**src/design/ftftc_pkg.sv**
```systemverilog
// constants for the field threshold flags and trim configuration block
package ftftc_pkg;

    // ------------------------------------------------------------------
    // frame layout
    // ------------------------------------------------------------------
    localparam int          FTFTC_FRAME_BITS = 16;
    localparam int          FTFTC_CMD_MSB    = 15;
    localparam int          FTFTC_CMD_LSB    = 13;
    localparam int          FTFTC_ADDR_MSB   = 12;
    localparam int          FTFTC_ADDR_LSB   = 8;
    localparam logic [4:0]  FTFTC_FRAME_CNT  = 5'h10;
    localparam logic [4:0]  FTFTC_CNT_MAX    = 5'h1f;
    localparam logic [2:0]  FTFTC_CMD_READ   = 3'h2;
    localparam logic [2:0]  FTFTC_CMD_WRITE  = 3'h4;

    // ------------------------------------------------------------------
    // register offsets and fields
    // ------------------------------------------------------------------
    localparam logic [4:0]  FTFTC_REG_TRIM_AMT = 5'h02;
    localparam logic [4:0]  FTFTC_REG_TRIM_EN  = 5'h03;
    localparam logic [4:0]  FTFTC_REG_THR_CFG  = 5'h06;
    localparam logic [4:0]  FTFTC_REG_FLAGS    = 5'h1b;
    localparam int          FTFTC_X_EN_BIT     = 0;
    localparam int          FTFTC_Y_EN_BIT     = 1;
    localparam int          FTFTC_LOW_THR_LSB  = 5;
    localparam int          FTFTC_HIGH_THR_LSB = 2;
    localparam int          FTFTC_HIGH_FLAG_BIT = 7;
    localparam int          FTFTC_LOW_FLAG_BIT  = 6;

    // ------------------------------------------------------------------
    // reset values
    // ------------------------------------------------------------------
    localparam logic [7:0]  FTFTC_TRIM_AMT_RST = 8'h00;
    localparam logic [1:0]  FTFTC_TRIM_EN_RST  = 2'h0;
    localparam logic [2:0]  FTFTC_LOW_THR_RST  = 3'h0;
    localparam logic [2:0]  FTFTC_HIGH_THR_RST = 3'h7;

    // ------------------------------------------------------------------
    // thresholds in mT, code 7 in the top byte
    // ------------------------------------------------------------------
    localparam logic [63:0] FTFTC_TRIP_TABLE =
        {8'h7e, 8'h70, 8'h62, 8'h54, 8'h46, 8'h38, 8'h29, 8'h1a};
    localparam logic [7:0]  FTFTC_HYST_MT = 8'h06;

endpackage : ftftc_pkg

```
**src/design/ftftc_field_cmp.sv**
```systemverilog
// one field flag comparator with hysteresis
`timescale 1ns/10ps
module ftftc_field_cmp #(
    parameter bit IS_HIGH = 1'b1
) (
    // clock and reset
    input  wire logic       clk,
    input  wire logic       rst,
    // measurement
    input  wire logic [7:0] field_mt,
    input  wire logic       field_valid,
    // configuration and result
    input  wire logic [2:0] thr_code,
    output logic            flag
);
    import ftftc_pkg::*;

    typedef struct packed {
        logic flag;
    } ftftc_cmp_t;

    ftftc_cmp_t state_ff;
    ftftc_cmp_t nxt_state;
    logic [7:0] trip_mt;
    logic [7:0] release_mt;

    // ------------------------------------------------------------------
    // threshold decode and compare
    // ------------------------------------------------------------------
    always_comb begin
        trip_mt    = FTFTC_TRIP_TABLE[{thr_code, 3'h0} +: 8];
        release_mt = trip_mt - FTFTC_HYST_MT;
        nxt_state  = state_ff;
        if (field_valid) begin
            if (IS_HIGH) begin
                if (field_mt > trip_mt) begin
                    nxt_state.flag = 1'b1;
                end else if (field_mt < release_mt) begin
                    nxt_state.flag = 1'b0;
                end
            end else begin
                if (field_mt < release_mt) begin
                    nxt_state.flag = 1'b1;
                end else if (field_mt > trip_mt) begin
                    nxt_state.flag = 1'b0;
                end
            end
        end
    end

    always_ff @(posedge clk) begin
        if (rst) begin
            state_ff <= '0;
        end else begin
            state_ff <= nxt_state;
        end
    end

    assign flag = state_ff.flag;
endmodule : ftftc_field_cmp

```
**src/design/ftftc_top.sv**
```systemverilog
// field flags, thresholds and bias trim configuration behind a spi slave
`timescale 1ns/10ps
module ftftc_top (
    // clock and reset
    input  wire logic       CORE_CLK,
    input  wire logic       SYS_RST,
    // spi link
    input  wire logic       SPI_SCK,
    input  wire logic       SPI_CS_N,
    input  wire logic       SPI_MOSI,
    output logic            SPI_MISO,
    output logic            SPI_MISO_OE,
    // field measurement
    input  wire logic [7:0] FIELD_MT,
    input  wire logic       FIELD_VALID,
    // flag pins
    output logic            LOW_FIELD_FLAG,
    output logic            HIGH_FIELD_FLAG,
    // bias trim to the hall front end
    output logic [7:0]      X_BIAS_REDUCTION,
    output logic [7:0]      Y_BIAS_REDUCTION
);
    import ftftc_pkg::*;

    typedef struct packed {
        logic [2:0]  sck_sync;
        logic [2:0]  cs_sync;
        logic [1:0]  mosi_sync;
        logic [15:0] rx;
        logic [15:0] tx;
        logic [4:0]  bit_cnt;
        logic [7:0]  answer;
        logic        miso;
        logic        miso_oe;
        logic [7:0]  bias_trim_amount;
        logic        x_axis_trim_en;
        logic        y_axis_trim_en;
        logic [2:0]  low_field_threshold;
        logic [2:0]  high_field_threshold;
        logic [7:0]  x_red;
        logic [7:0]  y_red;
    } ftftc_state_t;

    ftftc_state_t state_ff;
    ftftc_state_t nxt_state;
    logic         low_field_flag;
    logic         high_field_flag;
    logic         sck_rise;
    logic         sck_fall;
    logic         cs_fall;
    logic         cs_rise;
    logic         frame_ok;
    logic [2:0]   cmd;
    logic [4:0]   addr;
    logic [7:0]   wdata;
    logic [7:0]   rdata;

    // ------------------------------------------------------------------
    // field comparators
    // ------------------------------------------------------------------
    // separate comparators
    ftftc_field_cmp #(.IS_HIGH(1'b0)) u_low_cmp (
        .clk         (CORE_CLK),
        .rst         (SYS_RST),
        .field_mt    (FIELD_MT),
        .field_valid (FIELD_VALID),
        .thr_code    (state_ff.low_field_threshold),
        .flag        (low_field_flag)
    );

    ftftc_field_cmp #(.IS_HIGH(1'b1)) u_high_cmp (
        .clk         (CORE_CLK),
        .rst         (SYS_RST),
        .field_mt    (FIELD_MT),
        .field_valid (FIELD_VALID),
        .thr_code    (state_ff.high_field_threshold),
        .flag        (high_field_flag)
    );

    // ------------------------------------------------------------------
    // link edge detect and frame decode
    // ------------------------------------------------------------------
    always_comb begin
        sck_rise = state_ff.sck_sync[1] & ~state_ff.sck_sync[2];
        sck_fall = ~state_ff.sck_sync[1] & state_ff.sck_sync[2];
        cs_fall  = ~state_ff.cs_sync[1] & state_ff.cs_sync[2];
        cs_rise  = state_ff.cs_sync[1] & ~state_ff.cs_sync[2];
        frame_ok = (state_ff.bit_cnt == FTFTC_FRAME_CNT);
        cmd      = state_ff.rx[FTFTC_CMD_MSB:FTFTC_CMD_LSB];
        addr     = state_ff.rx[FTFTC_ADDR_MSB:FTFTC_ADDR_LSB];
        wdata    = state_ff.rx[7:0];
    end

    // ------------------------------------------------------------------
    // readback mux
    // ------------------------------------------------------------------
    always_comb begin
        rdata = 8'h00;
        unique case (addr)
            FTFTC_REG_TRIM_AMT: begin
                rdata = state_ff.bias_trim_amount;
            end
            FTFTC_REG_TRIM_EN: begin
                rdata[FTFTC_X_EN_BIT] = state_ff.x_axis_trim_en;
                rdata[FTFTC_Y_EN_BIT] = state_ff.y_axis_trim_en;
            end
            FTFTC_REG_THR_CFG: begin
                rdata[FTFTC_LOW_THR_LSB +: 3]  = state_ff.low_field_threshold;
                rdata[FTFTC_HIGH_THR_LSB +: 3] = state_ff.high_field_threshold;
            end
            FTFTC_REG_FLAGS: begin
                // flags in bits 7 and 6
                rdata[FTFTC_HIGH_FLAG_BIT] = high_field_flag;
                rdata[FTFTC_LOW_FLAG_BIT]  = low_field_flag;
            end
            default: begin
                rdata = 8'h00;
            end
        endcase
    end

    // ------------------------------------------------------------------
    // next state
    // ------------------------------------------------------------------
    always_comb begin
        nxt_state           = state_ff;
        nxt_state.sck_sync  = {state_ff.sck_sync[1:0], SPI_SCK};
        nxt_state.cs_sync   = {state_ff.cs_sync[1:0], SPI_CS_N};
        nxt_state.mosi_sync = {state_ff.mosi_sync[0], SPI_MOSI};

        if (cs_fall) begin
            nxt_state.bit_cnt = 5'h00;
            // previous read answer goes out now
            nxt_state.tx      = {state_ff.answer, 8'h00};
            nxt_state.miso    = state_ff.answer[7];
            nxt_state.miso_oe = 1'b1;
        end else if (!state_ff.cs_sync[1]) begin
            if (sck_rise) begin
                nxt_state.rx = {state_ff.rx[14:0], state_ff.mosi_sync[1]};
                if (state_ff.bit_cnt != FTFTC_CNT_MAX) begin
                    nxt_state.bit_cnt = state_ff.bit_cnt + 5'h01;
                end
            end
            if (sck_fall && state_ff.bit_cnt != 5'h00) begin
                nxt_state.tx   = {state_ff.tx[14:0], 1'b0};
                nxt_state.miso = state_ff.tx[14];
            end
        end

        if (cs_rise) begin
            nxt_state.miso_oe = 1'b0;
            nxt_state.miso    = 1'b0;
            nxt_state.answer  = 8'h00;
            if (frame_ok && cmd == FTFTC_CMD_READ) begin
                nxt_state.answer = rdata;
            end
            if (frame_ok && cmd == FTFTC_CMD_WRITE) begin
                unique case (addr)
                    FTFTC_REG_TRIM_AMT: begin
                        nxt_state.bias_trim_amount = wdata;
                    end
                    FTFTC_REG_TRIM_EN: begin
                        nxt_state.x_axis_trim_en = wdata[FTFTC_X_EN_BIT];
                        nxt_state.y_axis_trim_en = wdata[FTFTC_Y_EN_BIT];
                    end
                    FTFTC_REG_THR_CFG: begin
                        // low code 7:5, high code 4:2
                        nxt_state.low_field_threshold  = wdata[FTFTC_LOW_THR_LSB +: 3];
                        nxt_state.high_field_threshold = wdata[FTFTC_HIGH_THR_LSB +: 3];
                    end
                    default: begin
                        nxt_state.answer = 8'h00;
                    end
                endcase
            end
        end

        nxt_state.x_red = nxt_state.x_axis_trim_en ? nxt_state.bias_trim_amount : 8'h00;
        nxt_state.y_red = nxt_state.y_axis_trim_en ? nxt_state.bias_trim_amount : 8'h00;
    end

    // ------------------------------------------------------------------
    // state register
    // ------------------------------------------------------------------
    always_ff @(posedge CORE_CLK) begin
        if (SYS_RST) begin
            state_ff                      <= '0;
            state_ff.sck_sync             <= 3'h0;
            state_ff.cs_sync              <= 3'h7;
            state_ff.bias_trim_amount     <= FTFTC_TRIM_AMT_RST;
            state_ff.x_axis_trim_en       <= FTFTC_TRIM_EN_RST[FTFTC_X_EN_BIT];
            state_ff.y_axis_trim_en       <= FTFTC_TRIM_EN_RST[FTFTC_Y_EN_BIT];
            state_ff.low_field_threshold  <= FTFTC_LOW_THR_RST;
            state_ff.high_field_threshold <= FTFTC_HIGH_THR_RST;
        end else begin
            state_ff <= nxt_state;
        end
    end

    // ------------------------------------------------------------------
    // outputs
    // ------------------------------------------------------------------
    assign SPI_MISO         = state_ff.miso;
    assign SPI_MISO_OE      = state_ff.miso_oe;
    assign LOW_FIELD_FLAG   = low_field_flag;
    assign HIGH_FIELD_FLAG  = high_field_flag;
    assign X_BIAS_REDUCTION = state_ff.x_red;
    assign Y_BIAS_REDUCTION = state_ff.y_red;
endmodule : ftftc_top

```
**config.mk**
```make
export PLATFORM = sky130hd
export DESIGN_NAME = ftftc_top
export DESIGN_NICKNAME = d
export VERILOG_FILES = /design/src/design/ftftc_pkg.sv /design/src/design/ftftc_field_cmp.sv /design/src/design/ftftc_top.sv
export SDC_FILE = /design/constraint.sdc
export NUM_CORES = 1
export LEC_CHECK = 0
export ABC_AREA = 1
export BUFFER_PORTS_ARGS = -buffer_cell sky130_fd_sc_hd__buf_2
export CORE_MARGIN = 10
export CORE_UTILIZATION = 65
export DETAILED_ROUTE_END_ITERATION = 7
export PLACE_DENSITY = 0.85
export SLEW_MARGIN = 20
export SYNTH_ARGS = -nofsm -noshare
export SYNTH_HDL_FRONTEND = slang
export SYNTH_SLANG_ARGS = --single-unit
```
**constraint.sdc**
```tcl
create_clock -name CORE_CLK -period 6.2 [get_ports CORE_CLK]
set_input_delay 0.62 -clock CORE_CLK [delete_from_list [all_inputs] [get_ports CORE_CLK]]
set_output_delay 0.62 -clock CORE_CLK [all_outputs]
set_load 0.05 [all_outputs]
```
==> metrics.md, run 1 <==
| Metric | Value |
|---|---|
| Outcome | `complete, no violations` |
| Min Clock Period, post-route | `2.64 ns` |
| Area post-placement | `4390 um2` |
| Clock latency on the worst-skew pair | `0.35 ns` |
| Largest net degree at the start of global routing | `33` |
| Post-route clock period utilization | `42.6%` |
| Post-Syn Area per Cell | `7.57 um2` |
| Gr usage total | `18.2%` |
| Synth unique cells | `37` |
| Initial Utilization | `67.3%` |
| Seq/Total Area, Yosys | `37.3%` |
| H-tree depth | `3` |
| Lkg Pwr | `2.09 nW` |
| Die Y | `101 um` |
| Post-route cell area | `4580 um2` |
| Buffers on Ports | `33` |
| Remaining DRCs | `0` |
| Worst path arrival time | `2.92 ns` |
| Routed wire length | `9080 um` |
| Antenna-violating nets left | `0` |
| DR WL/cell | `13.7 um` |
| Mapped cell area | `4300 um2` |
| GR Overflow Total | `0` |
| CTS buffer count | `9` |
| Std cell rows | `29` |
| Post-synth EDFFs | `0` |
| Clock Path Buffers | `2` |
| Asr flop ratio synth | `0%` |
| Nets | `643` |
| Skew final | `0.00750 ns` |
| CP top delay family | `compound AO/OA/AOI/OAI gates` |
| Min-Delay Path Class | `flop to flop` |
| Post-Route Setup TNS | `0 ns` |
| Die width | `101 um` |
| RSZ-0062 raised after global routing | `no` |
| Peak supply drop | `0.000185 V` |
| Max FO, Critical Path | `6` |
| Synth Register Bits | `80` |
| Vias in the first global route | `3,402` |
| Share of layout cells above drive strength 1 | `11.6%` |
| Detailed Route Iter0 Violations | `158` |
| Top FF cell, synth | `dfxtp_1` |
| Drt pass-1 iters | `7` |
| Fmax | `379 MHz` |
| FILL cells | `502` |
| Layout area overhead | `6.55%` |
| Worst slew margin | `31.8%` |
| CP max-delay cell | `dfxtp_1` |
| Die area | `10,300 um2` |
| Final Max Tran Viols | `0` |
| Crit path cell chain | `inv_1 > ha_1 > inv_1 > nand2_1 > o21ai_0 > inv_1 > o21ai_0 > xnor2_1 > ha_1 > nand3_1 > nand2_1 > nand2_1 > nand3_1 > a21oi_1` |
| Core Region | `6390 um2` |
| CP endpoint kind | `flop` |
| Boundary Pins | `34` |
| # clock sinks | `80` |
| Vias | `3,555` |
| Vias per cell | `5.35` |
| # diodes | `0` |
| Worst hold slack | `0.408 ns` |
| Setup Fix Bufs, Post-CTS | `0` |
| Global-route wire length before repair | `15,400 um` |
| Final Hold Fails | `0` |
| # setup viols final | `0` |
| Actual slew at the worst max-slew pin | `1.02 ns` |
| Post-cts sizing count | `0` |
| Gpl congestion | `0.917` |
| Slowest cell delay on critical path | `0.44 ns` |
| Initial antenna violation count | `0` |
| Hold buffers post-CTS | `0` |
| CTS Root Cell | `clkbuf_8` |
| TritonCTS clock tree | `done` |
| Detailed placement HPWL | `6990 um` |
| Crit path kind | `flop to flop` |
| CP Data Required Time | `6.48 ns` |
| Startpoint Class | `flop` |
| Max-cap violations | `0` |
| PD cells | `209 nW/um2` |
| Buf+Inv Stages, Crit Path | `3` |
| Clk slew on worst S/H paths | `0.08 ns` |
| Synth warn | `0` |
| Synth Instances | `568` |
==> cell usage in the layout, fill, tap and decap left out, types with 2 or more instances in the layout <==
| master | instances |
|---|---|
| xnor2_1 | 6 |
| o2111ai_1 | 5 |
| xor2_1 | 2 |
| nand3b_1 | 3 |
| nand3_1 | 23 |
| nor2_1 | 59 |
| o221ai_1 | 2 |
| or2_2 | 4 |
| inv_1 | 89 |
| o211ai_1 | 5 |
| nand2_1 | 93 |
| nor4_1 | 2 |
| ha_1 | 44 |
| clkinv_1 | 2 |
| conb_1 | 2 |
| a21oi_1 | 45 |
| dfxtp_1 | 80 |
| buf_2 | 33 |
| nor3_1 | 3 |
| o21ai_0 | 32 |
| clkbuf_8 | 11 |
| inv_2 | 2 |
| o22ai_1 | 14 |
| o21ai_2 | 9 |
| nand4_1 | 6 |
==> cells in the mapped netlist, types with 2 or more instances <==
library cell  instances  area share, %
nand2_1              93            8.1
inv_1                89            7.8
dfxtp_1              80             37
nor2_1               59            5.2
a21oi_1              45            5.2
ha_1                 44             13
o21ai_0              32            3.7
nand3_1              23            2.7
buf_4                17            3.0
o22ai_1              14            2.0
o21ai_2               9            1.8
clkbuf_1              8           0.70
nand4_1               6           0.87
xnor2_1               6            1.2
o2111ai_1             5            1.0
o211ai_1              5           0.87
or2_2                 4           0.58
nand3b_1              3           0.52
nor3_1                3           0.35
clkinv_1              2           0.17
inv_2                 2           0.17
nor4_1                2           0.29
o221ai_1              2           0.41
xor2_1                2           0.41
==> worst reg2reg max path: cells and delay by family (launching register included) <==
kind                       cells  cell delay [ns]
AOI/OAI and AO/OA              3             0.65
adders and majority gates      2             0.61
DFF                            1             0.44
buffers and inverters          3             0.36
and+or+nand+nor                5             0.32
xor gates and xnor gates       1             0.18
==> power breakdown <==
| group | leakage (nW) | switching (mW) | internal [mW] |
|---|---|---|---|
| Combinational | 1.34 | 0.0370 | 0.0180 |
| Clock | 0.0973 | 0.177 | 0.203 |
| Sequential | 0.646 | 0.00333 | 0.518 |
| Total | 2.09 | 0.217 | 0.738 |
==> through the flow <==
stage	setup WS (ns)	cells	power [mW]	utilization, %
global route	3.28	665	0.989	71.7
detailed placement	3.57	651	0.587	68.7
floorplan	3.93	569	0.569	-
finish	3.56	665	0.955	71.7
global placement	3.70	651	0.585	68.7
CTS	3.55	665	0.961	71.7
==> sequential cells by signal, indices dropped and copies added, names as in the netlist <==
signal            cells
SPI_MISO              1
SPI_MISO_OE           1
X_BIAS_REDUCTION      8
Y_BIAS_REDUCTION      8
addr                  5
cmd                   3
nxt_state             5
state_ff             47
u_high_cmp.flag       1
u_low_cmp.flag        1
==> path summary, 6_finish.rpt <==
path	startpoint	cells after the start	slack (ns)	endpoint
hold / removal	nxt_state[85]$_SDFF_PP0_	2	0.41	nxt_state[86]$_SDFF_PP0_
setup / recovery	state_ff[19]$_SDFFE_PP0P_	14	3.56	u_low_cmp.flag$_SDFFE_PP0P_
hold reg to reg	nxt_state[85]$_SDFF_PP0_	2	0.41	nxt_state[86]$_SDFF_PP0_
setup reg to reg	state_ff[19]$_SDFFE_PP0P_	14	3.56	u_low_cmp.flag$_SDFFE_PP0P_
==> logic make-up (layout without fill, tap and decap cells) <==
family | count (synthesis) | in the layout | share of synthesized area [%]
flops | 80 | 80 | 37.3
other cells | 1 | 2 | 0.0872
xor+xnor | 8 | 8 | 1.63
simple gates | 199 | 199 | 20.4
fa+ha+maj | 44 | 44 | 12.8
buf+inv | 121 | 140 | 12.3
compound gates | 115 | 115 | 15.6
==> layer usage <==
| layer | GRT usage [%] | part of all wire, % | up-vias |
|---|---|---|---|
| met5 | 0 | 0 | - |
| met2 | 30.0 | 48 | 69 |
| met3 | 4.29 | 4.9 | 15 |
| li1 | - | - | 1864 |
| met1 | 22.6 | 46 | 1607 |
| met4 | 6.75 | 1.2 | 0 |
==> area by class of cell <==
type                    count  area [um2]  area share (%)
repair buffers             33         165            3.61
flip-flops and latches     80        1600            35.0
well taps                  77        96.3            2.10
clock buffers              11         151            3.31
clock inverters             3        42.5           0.929
inverters                  93         349            7.62
multi-input cells         368        2170            47.5
No activity file was read; power rests on OpenSTA's default activity.
==> run 2, diff against run 1 <==
Settings changed: ABC_AREA 1 to 0, CORE_UTILIZATION 65 to 60, PLACE_DENSITY 0.85 to 0.8.
Clock period 6.2 ns to 2.75 ns, I/O delays scaled along.
==> metrics.md, run 2 <==
| Metric | Value |
|---|---|
| Outcome | `complete, no violations` |
| Std cell rows | `30` |
| Synth Instances | `486` |
| Post-route cell area | `4650 um2` |
| Max-cap violations | `0` |
| Die area | `10,800 um2` |
| PD cells | `464 nW/um2` |
| Buffers on Ports | `33` |
| Boundary Pins | `34` |
| Clock latency on the worst-skew pair | `0.36 ns` |
| Post-Syn Area per Cell | `8.72 um2` |
| Synth unique cells | `51` |
| Asr flop ratio synth | `0%` |
| Final Hold Fails | `0` |
| Most common cell in the synthesized netlist | `dfxtp_1` |
| Synth warn | `0` |
| Share of layout cells above drive strength 1 | `15.9%` |
| Clock Path Buffers | `2` |
| Largest net degree at the start of global routing | `48` |
| Worst slew margin | `46.1%` |
| Post-synth top area share | `37.8%` |
| Fmax | `380 MHz` |
| Crit path kind | `flop to flop` |
| Main combinational cell family by area after synthesis | `simple AND/OR/NAND/NOR gates` |
| Worst path arrival time | `2.87 ns` |
| Worst hold endpoint | `nxt_state[82]$_SDFF_PP1_` |
| Setup Fix Bufs, Post-CTS | `0` |
| Hold buffers post-CTS | `0` |
| Die width | `104 um` |
| Synth Register Bits | `80` |
| Met1 wire length | `4450 um` |
| Reg with most FFs | `state_ff` |
| Min-Delay Path Class | `primary input to flop` |
| CTS Root Cell | `clkbuf_8` |
| H-tree depth | `3` |
| GR Overflow Total | `0` |
| Detailed Route Iter0 Violations | `229` |
| Area share of and/or/nand/nor cells after synthesis | `20.6%` |
| Remaining DRCs | `0` |
| TritonCTS clock tree | `done` |
| Layout area overhead | `9.86%` |
| Worst hold slack | `0.0960 ns` |
| Initial antenna violation count | `0` |
| Commonest cells post-synth | `80 x dfxtp_1, 62 x nand2_1, 44 x ha_1` |
| Worst R2R Path Depth | `11` |
| Global-route wire length before repair | `15,700 um` |
| CTS buffer count | `9` |
| Initial Utilization | `62.0%` |
| Commonest non-fill, non-tap cell in the layout | `dfxtp_1` |
| Vias | `3,441` |
| Die Y | `104 um` |
| Max FO, Critical Path | `8` |
| Setup ws final | `0.117 ns` |
| Routed wire length | `9440 um` |
| Compound-Gate Fraction of Synth Area | `13.8%` |
| Antenna-violating nets left | `0` |
| Vias in the first global route | `3,199` |
| WL met3 | `429 um` |
| Final Max Tran Viols | `0` |
| Peak supply drop | `0.000447 V` |
| Drt pass-1 iters | `5` |
| WL met2 | `4460 um` |
| Lkg Pwr | `1.88 nW` |
| # clock sinks | `80` |
| Mapped cell area | `4240 um2` |
| Synth area leaders | `dfxtp_1 38%, ha_1 13%, mux2i_1 5.9%` |
| Hold path cells | `2` |
| Hold path startpoint | `SPI_CS_N` |
| Skew final | `0.0138 ns` |
| XOR/XNOR share of the synthesized area | `2.27%` |
| Core Region | `6830 um2` |
| CP Data Required Time | `2.99 ns` |
| Post-route clock period utilization | `95.7%` |
| Clk slew on worst S/H paths | `0.09 ns` |
| Detailed placement HPWL | `6830 um` |
| R2R setup slack | `0.12 ns` |
| Multiplexer area fraction after synthesis | `6.17%` |
| Actual slew at the worst max-slew pin | `0.809 ns` |
| Share of synthesized cell area in full adder, half adder and majority cells | `13.0%` |
| Synth area leader | `dfxtp_1` |
| Worst r2r src | `state_ff[19]$_SDFFE_PP0P_` |
| CP endpoint kind | `flop` |
| Min Clock Period, post-route | `2.63 ns` |
| Area post-placement | `4420 um2` |
| Worst slack, placed | `-0.0916 ns` |
| # diodes | `0` |
| Nets | `568` |
| # setup viols final | `0` |
| Power Total | `2.16 mW` |
| Gpl congestion | `0.907` |
| DR WL/cell | `15.4 um` |
| Gr usage total | `17.1%` |
| RSZ-0062 raised after global routing | `yes` |
| Top FF cell, synth | `dfxtp_1` |
| Seq/Total Area, Yosys | `37.8%` |
| Most frequent cells in the layout | `76 x dfxtp_1, 62 x nand2_1, 43 x ha_1` |
| Top Metal Used | `met4` |
| Startpoint Class | `flop` |
| Vias per cell | `5.63` |
| Max reg flops | `47` |
| Post-synth EDFFs | `0` |
| R2R Path End | `u_low_cmp.flag$_SDFFE_PP0P_` |
[run 2: cell count changes after synthesis, sizes merged, moves of 11 or more]
cell	delta
inv	-74
mux2i	+25
nand2	-32
nand3	-22
nor2	-21
nor2b	+11
nor3	+21
o21ai	-20
o22ai	-12
[run 2: through the flow]
step	cells	utilization (%)	TNS, ns
after floorplan	487	-	0
after global placement	595	64.7	0
after detailed placement	595	64.7	-0.163
after CTS	611	67.7	0
after global routing	611	68.1	-0.0119
final	611	68.1	0
[run 2: repair_timing]
action	CTS	global route
pin swaps	1	5
resized for setup	4	10
setup endpoints to repair	2	2
[run 2: how the worst max path moves through the flow]
stage / slack [ns] / start / to / depth (start not counted)
final: 0.12 / state_ff[19]$_SDFFE_PP0P_ / u_low_cmp.flag$_SDFFE_PP0P_ / 11
after detailed placement: -0.09 / state_ff[19]$_SDFFE_PP0P_ / u_low_cmp.flag$_SDFFE_PP0P_ / 12
after floorplan: 0.01 / state_ff[16]$_SDFFE_PP1P_ / u_high_cmp.flag$_SDFFE_PP0P_ / 13
after global placement: 0.10 / state_ff[16]$_SDFFE_PP1P_ / u_high_cmp.flag$_SDFFE_PP0P_ / 13
after CTS: 0.04 / state_ff[20]$_SDFFE_PP0P_ / u_low_cmp.flag$_SDFFE_PP0P_ / 12
after global routing: -0.01 / state_ff[16]$_SDFFE_PP1P_ / u_high_cmp.flag$_SDFFE_PP0P_ / 13
[run 2: logic make-up (layout without fill, tap and decap cells)]
group / after synthesis / after routing
adder cells (fa/ha/maj): 44 / 44
AND/OR/NAND/NOR: 177 / 177
other: 1 / 2
AO/OA/AOI/OAI: 96 / 96
buffers and inverters: 51 / 79
XOR/XNOR: 11 / 11
multiplexers: 26 / 26
flip-flops: 80 / 80
[run 2: where the power goes]
group / internal [mW] / leakage, nW / switching, mW
sequential: 1.17 / 0.646 / 0.0101
clock: 0.423 / 0.0929 / 0.437
combinational: 0.0432 / 1.14 / 0.0802
[run 2: routing by layer]
metal  global-route usage (%)  up-vias
met2                     26.3       84
met5                        0        -
met1                     22.2     1624
met3                     4.89       10
met4                     6.36        0
li1                         -     1723
[run 2: cell type report]
class / count / area (um2)
Clock inverter: 6 / 67.6
Inverter: 17 / 68.8
Tap cell: 96 / 120
Sequential cell: 80 / 1610
Multi-Input combinational cell: 356 / 2400
Clock buffer: 10 / 128
Fill cell: 536 / 2180
Timing Repair Buffer: 46 / 263
[run 2: worst max-delay path: stages (launching register included)]
cell and delay (ns):
dfxtp_2 0.40, inv_1 0.12, ha_1 0.33, mux2_2 0.31
o21ai_2 0.21, xor2_1 0.09, ha_1 0.30, o21a_1 0.10
o21ai_0 0.07, a31oi_1 0.22, o22ai_1 0.13, a211o_1 0.23
==> run 3, diff against run 2 <==
Settings changed: BUFFER_PORTS_ARGS -buffer_cell sky130_fd_sc_hd__buf_2 to -buffer_cell sky130_fd_sc_hd__buf_4.
==> metrics.md, run 3 (synthesis gave the netlist of run 2 again) <==
| Metric | Value |
|---|---|
| Max reg flops | `47` |
| FILL cells | `552` |
| Share of layout cells above drive strength 1 | `15.1%` |
| Core Util, Final | `69.4%` |
| Global-route wire length before repair | `15,500 um` |
| Gr usage total | `16.7%` |
| Max-cap violations | `0` |
| DR WL/cell | `14.9 um` |
| Final Non-Filler Cells | `611` |
| Actual slew at the worst max-slew pin | `0.849 ns` |
| Hold buffers post-CTS | `0` |
| Detailed Route Iter0 Violations | `118` |
| Crit path kind | `flop to flop` |
| Drt pass-1 iters | `4` |
| # setup viols final | `0` |
| Skew final | `0.0147 ns` |
| Final Max Tran Viols | `0` |
| Die Y | `104 um` |
| Startpoint Class | `flop` |
| Post-route clock period utilization | `93.9%` |
| Reg with most FFs | `state_ff` |
| Setup ws final | `0.168 ns` |
| Vias per cell | `5.56` |
| Max FO, Critical Path | `3` |
| CTS buffer count | `9` |
| Buffers on Ports | `33` |
| Largest net degree at the start of global routing | `66` |
| Core Region | `6830 um2` |
| Power Total | `2.24 mW` |
| GR Overflow Total | `0` |
| TritonCTS clock tree | `done` |
| Min-Delay Path Class | `primary input to flop` |
| CTS Root Cell | `clkbuf_8` |
| # diodes | `0` |
| Die width | `104 um` |
| Std cell rows | `30` |
| Outcome | `complete, no violations` |
| Vias in the first global route | `3,348` |
| Worst path arrival time | `2.82 ns` |
| Remaining DRCs | `0` |
| Worst slew margin | `43.4%` |
| Fmax | `387 MHz` |
| Initial antenna violation count | `0` |
| Post-Route Setup TNS | `0 ns` |
| Lkg Pwr | `1.91 nW` |
| Detailed placement HPWL | `6840 um` |
| Worst r2r src | `state_ff[16]$_SDFFE_PP1P_` |
| Initial Utilization | `62.0%` |
| Min Clock Period, post-route | `2.58 ns` |
| CP Data Required Time | `2.99 ns` |
| Worst slack, placed | `-0.0718 ns` |
| Most frequent cells in the layout | `78 x dfxtp_1, 62 x nand2_1, 46 x buf_4` |
| PD cells | `473 nW/um2` |
| Final Hold Fails | `0` |
| CP endpoint kind | `flop` |
| Area of the multi-input gates | `2380 um2` |
| Vias | `3,397` |
| Routed wire length | `9120 um` |
| Boundary Pins | `34` |
| Gpl congestion | `0.871` |
| Nets | `568` |
| Die area | `10,800 um2` |
| Clock Path Buffers | `2` |
| Placed Cells | `595` |
| H-tree depth | `3` |
| Antenna-violating nets left | `0` |
| Layout area overhead | `11.9%` |
| Hold path startpoint | `SPI_CS_N` |
| Clk slew on worst S/H paths | `0.09 ns` |
| Commonest non-fill, non-tap cell in the layout | `dfxtp_1` |
| Register area | `1600 um2` |
| Setup Fix Bufs, Post-CTS | `0` |
| Worst setup path start | `state_ff[16]$_SDFFE_PP1P_` |
| Clock latency on the worst-skew pair | `0.36 ns` |
| # clock sinks | `80` |
| Peak supply drop | `0.000440 V` |
run 3: critical path, cell delays in order, from the launching register on:
cell	delay [ns]
dfxtp_1	0.35
inv_2	0.04
ha_1	0.32
nor2b_1	0.17
a21oi_2	0.13
inv_1	0.08
o21ai_2	0.17
xor2_1	0.17
ha_1	0.24
o21a_1	0.19
o211ai_1	0.15
a31oi_1	0.08
a2111oi_2	0.24
o32ai_1	0.12
run 3: worst paths after layout:
check                           cells after the start  slack [ns]                            to
worst max-delay path                               13        0.17  u_high_cmp.flag$_SDFFE_PP0P_
worst min-delay path                                2        0.10      nxt_state[82]$_SDFF_PP1_
worst max register to register                     13        0.17  u_high_cmp.flag$_SDFFE_PP0P_
worst min register to register                      1        0.41      nxt_state[83]$_SDFF_PP1_
run 3: through the flow:
stage                     area, um2  hold slack, ns
after floorplan                4240           0.379
after global placement         4510           0.399
after detailed placement       4510           0.398
after CTS                      4730          0.0898
after global routing           4740          0.0926
final                          4740           0.102
run 3: final cells by class:
class | instances | share of cell area, %
Multi-Input combinational cell | 356 | 50.3
Sequential cell | 80 | 33.8
Clock inverter | 7 | 2.06
Clock buffer | 9 | 2.61
Inverter | 17 | 1.35
Tap cell | 96 | 2.53
Timing Repair Buffer | 46 | 7.29
run 3: timing repair:
action                     in CTS  in global routing
pin swaps                       0                  3
gates resized for setup         2                  4
setup endpoints to repair       1                  2
run 3: power by group:
group	internal [mW]	switching, mW	total, mW
Clock	0.450	0.487	0.937
Combinational	0.0501	0.0794	0.130
Sequential	1.17	0.0102	1.18
run 3: layer usage:
layer / vias up / GRT usage (%) / wire, um
met5: - / 0 / 0
met3: 11 / 5.08 / 474
met2: 66 / 27.8 / 4330
met4: 0 / 4.37 / 95
met1: 1588 / 20.4 / 4220
li1: 1732 / - / -
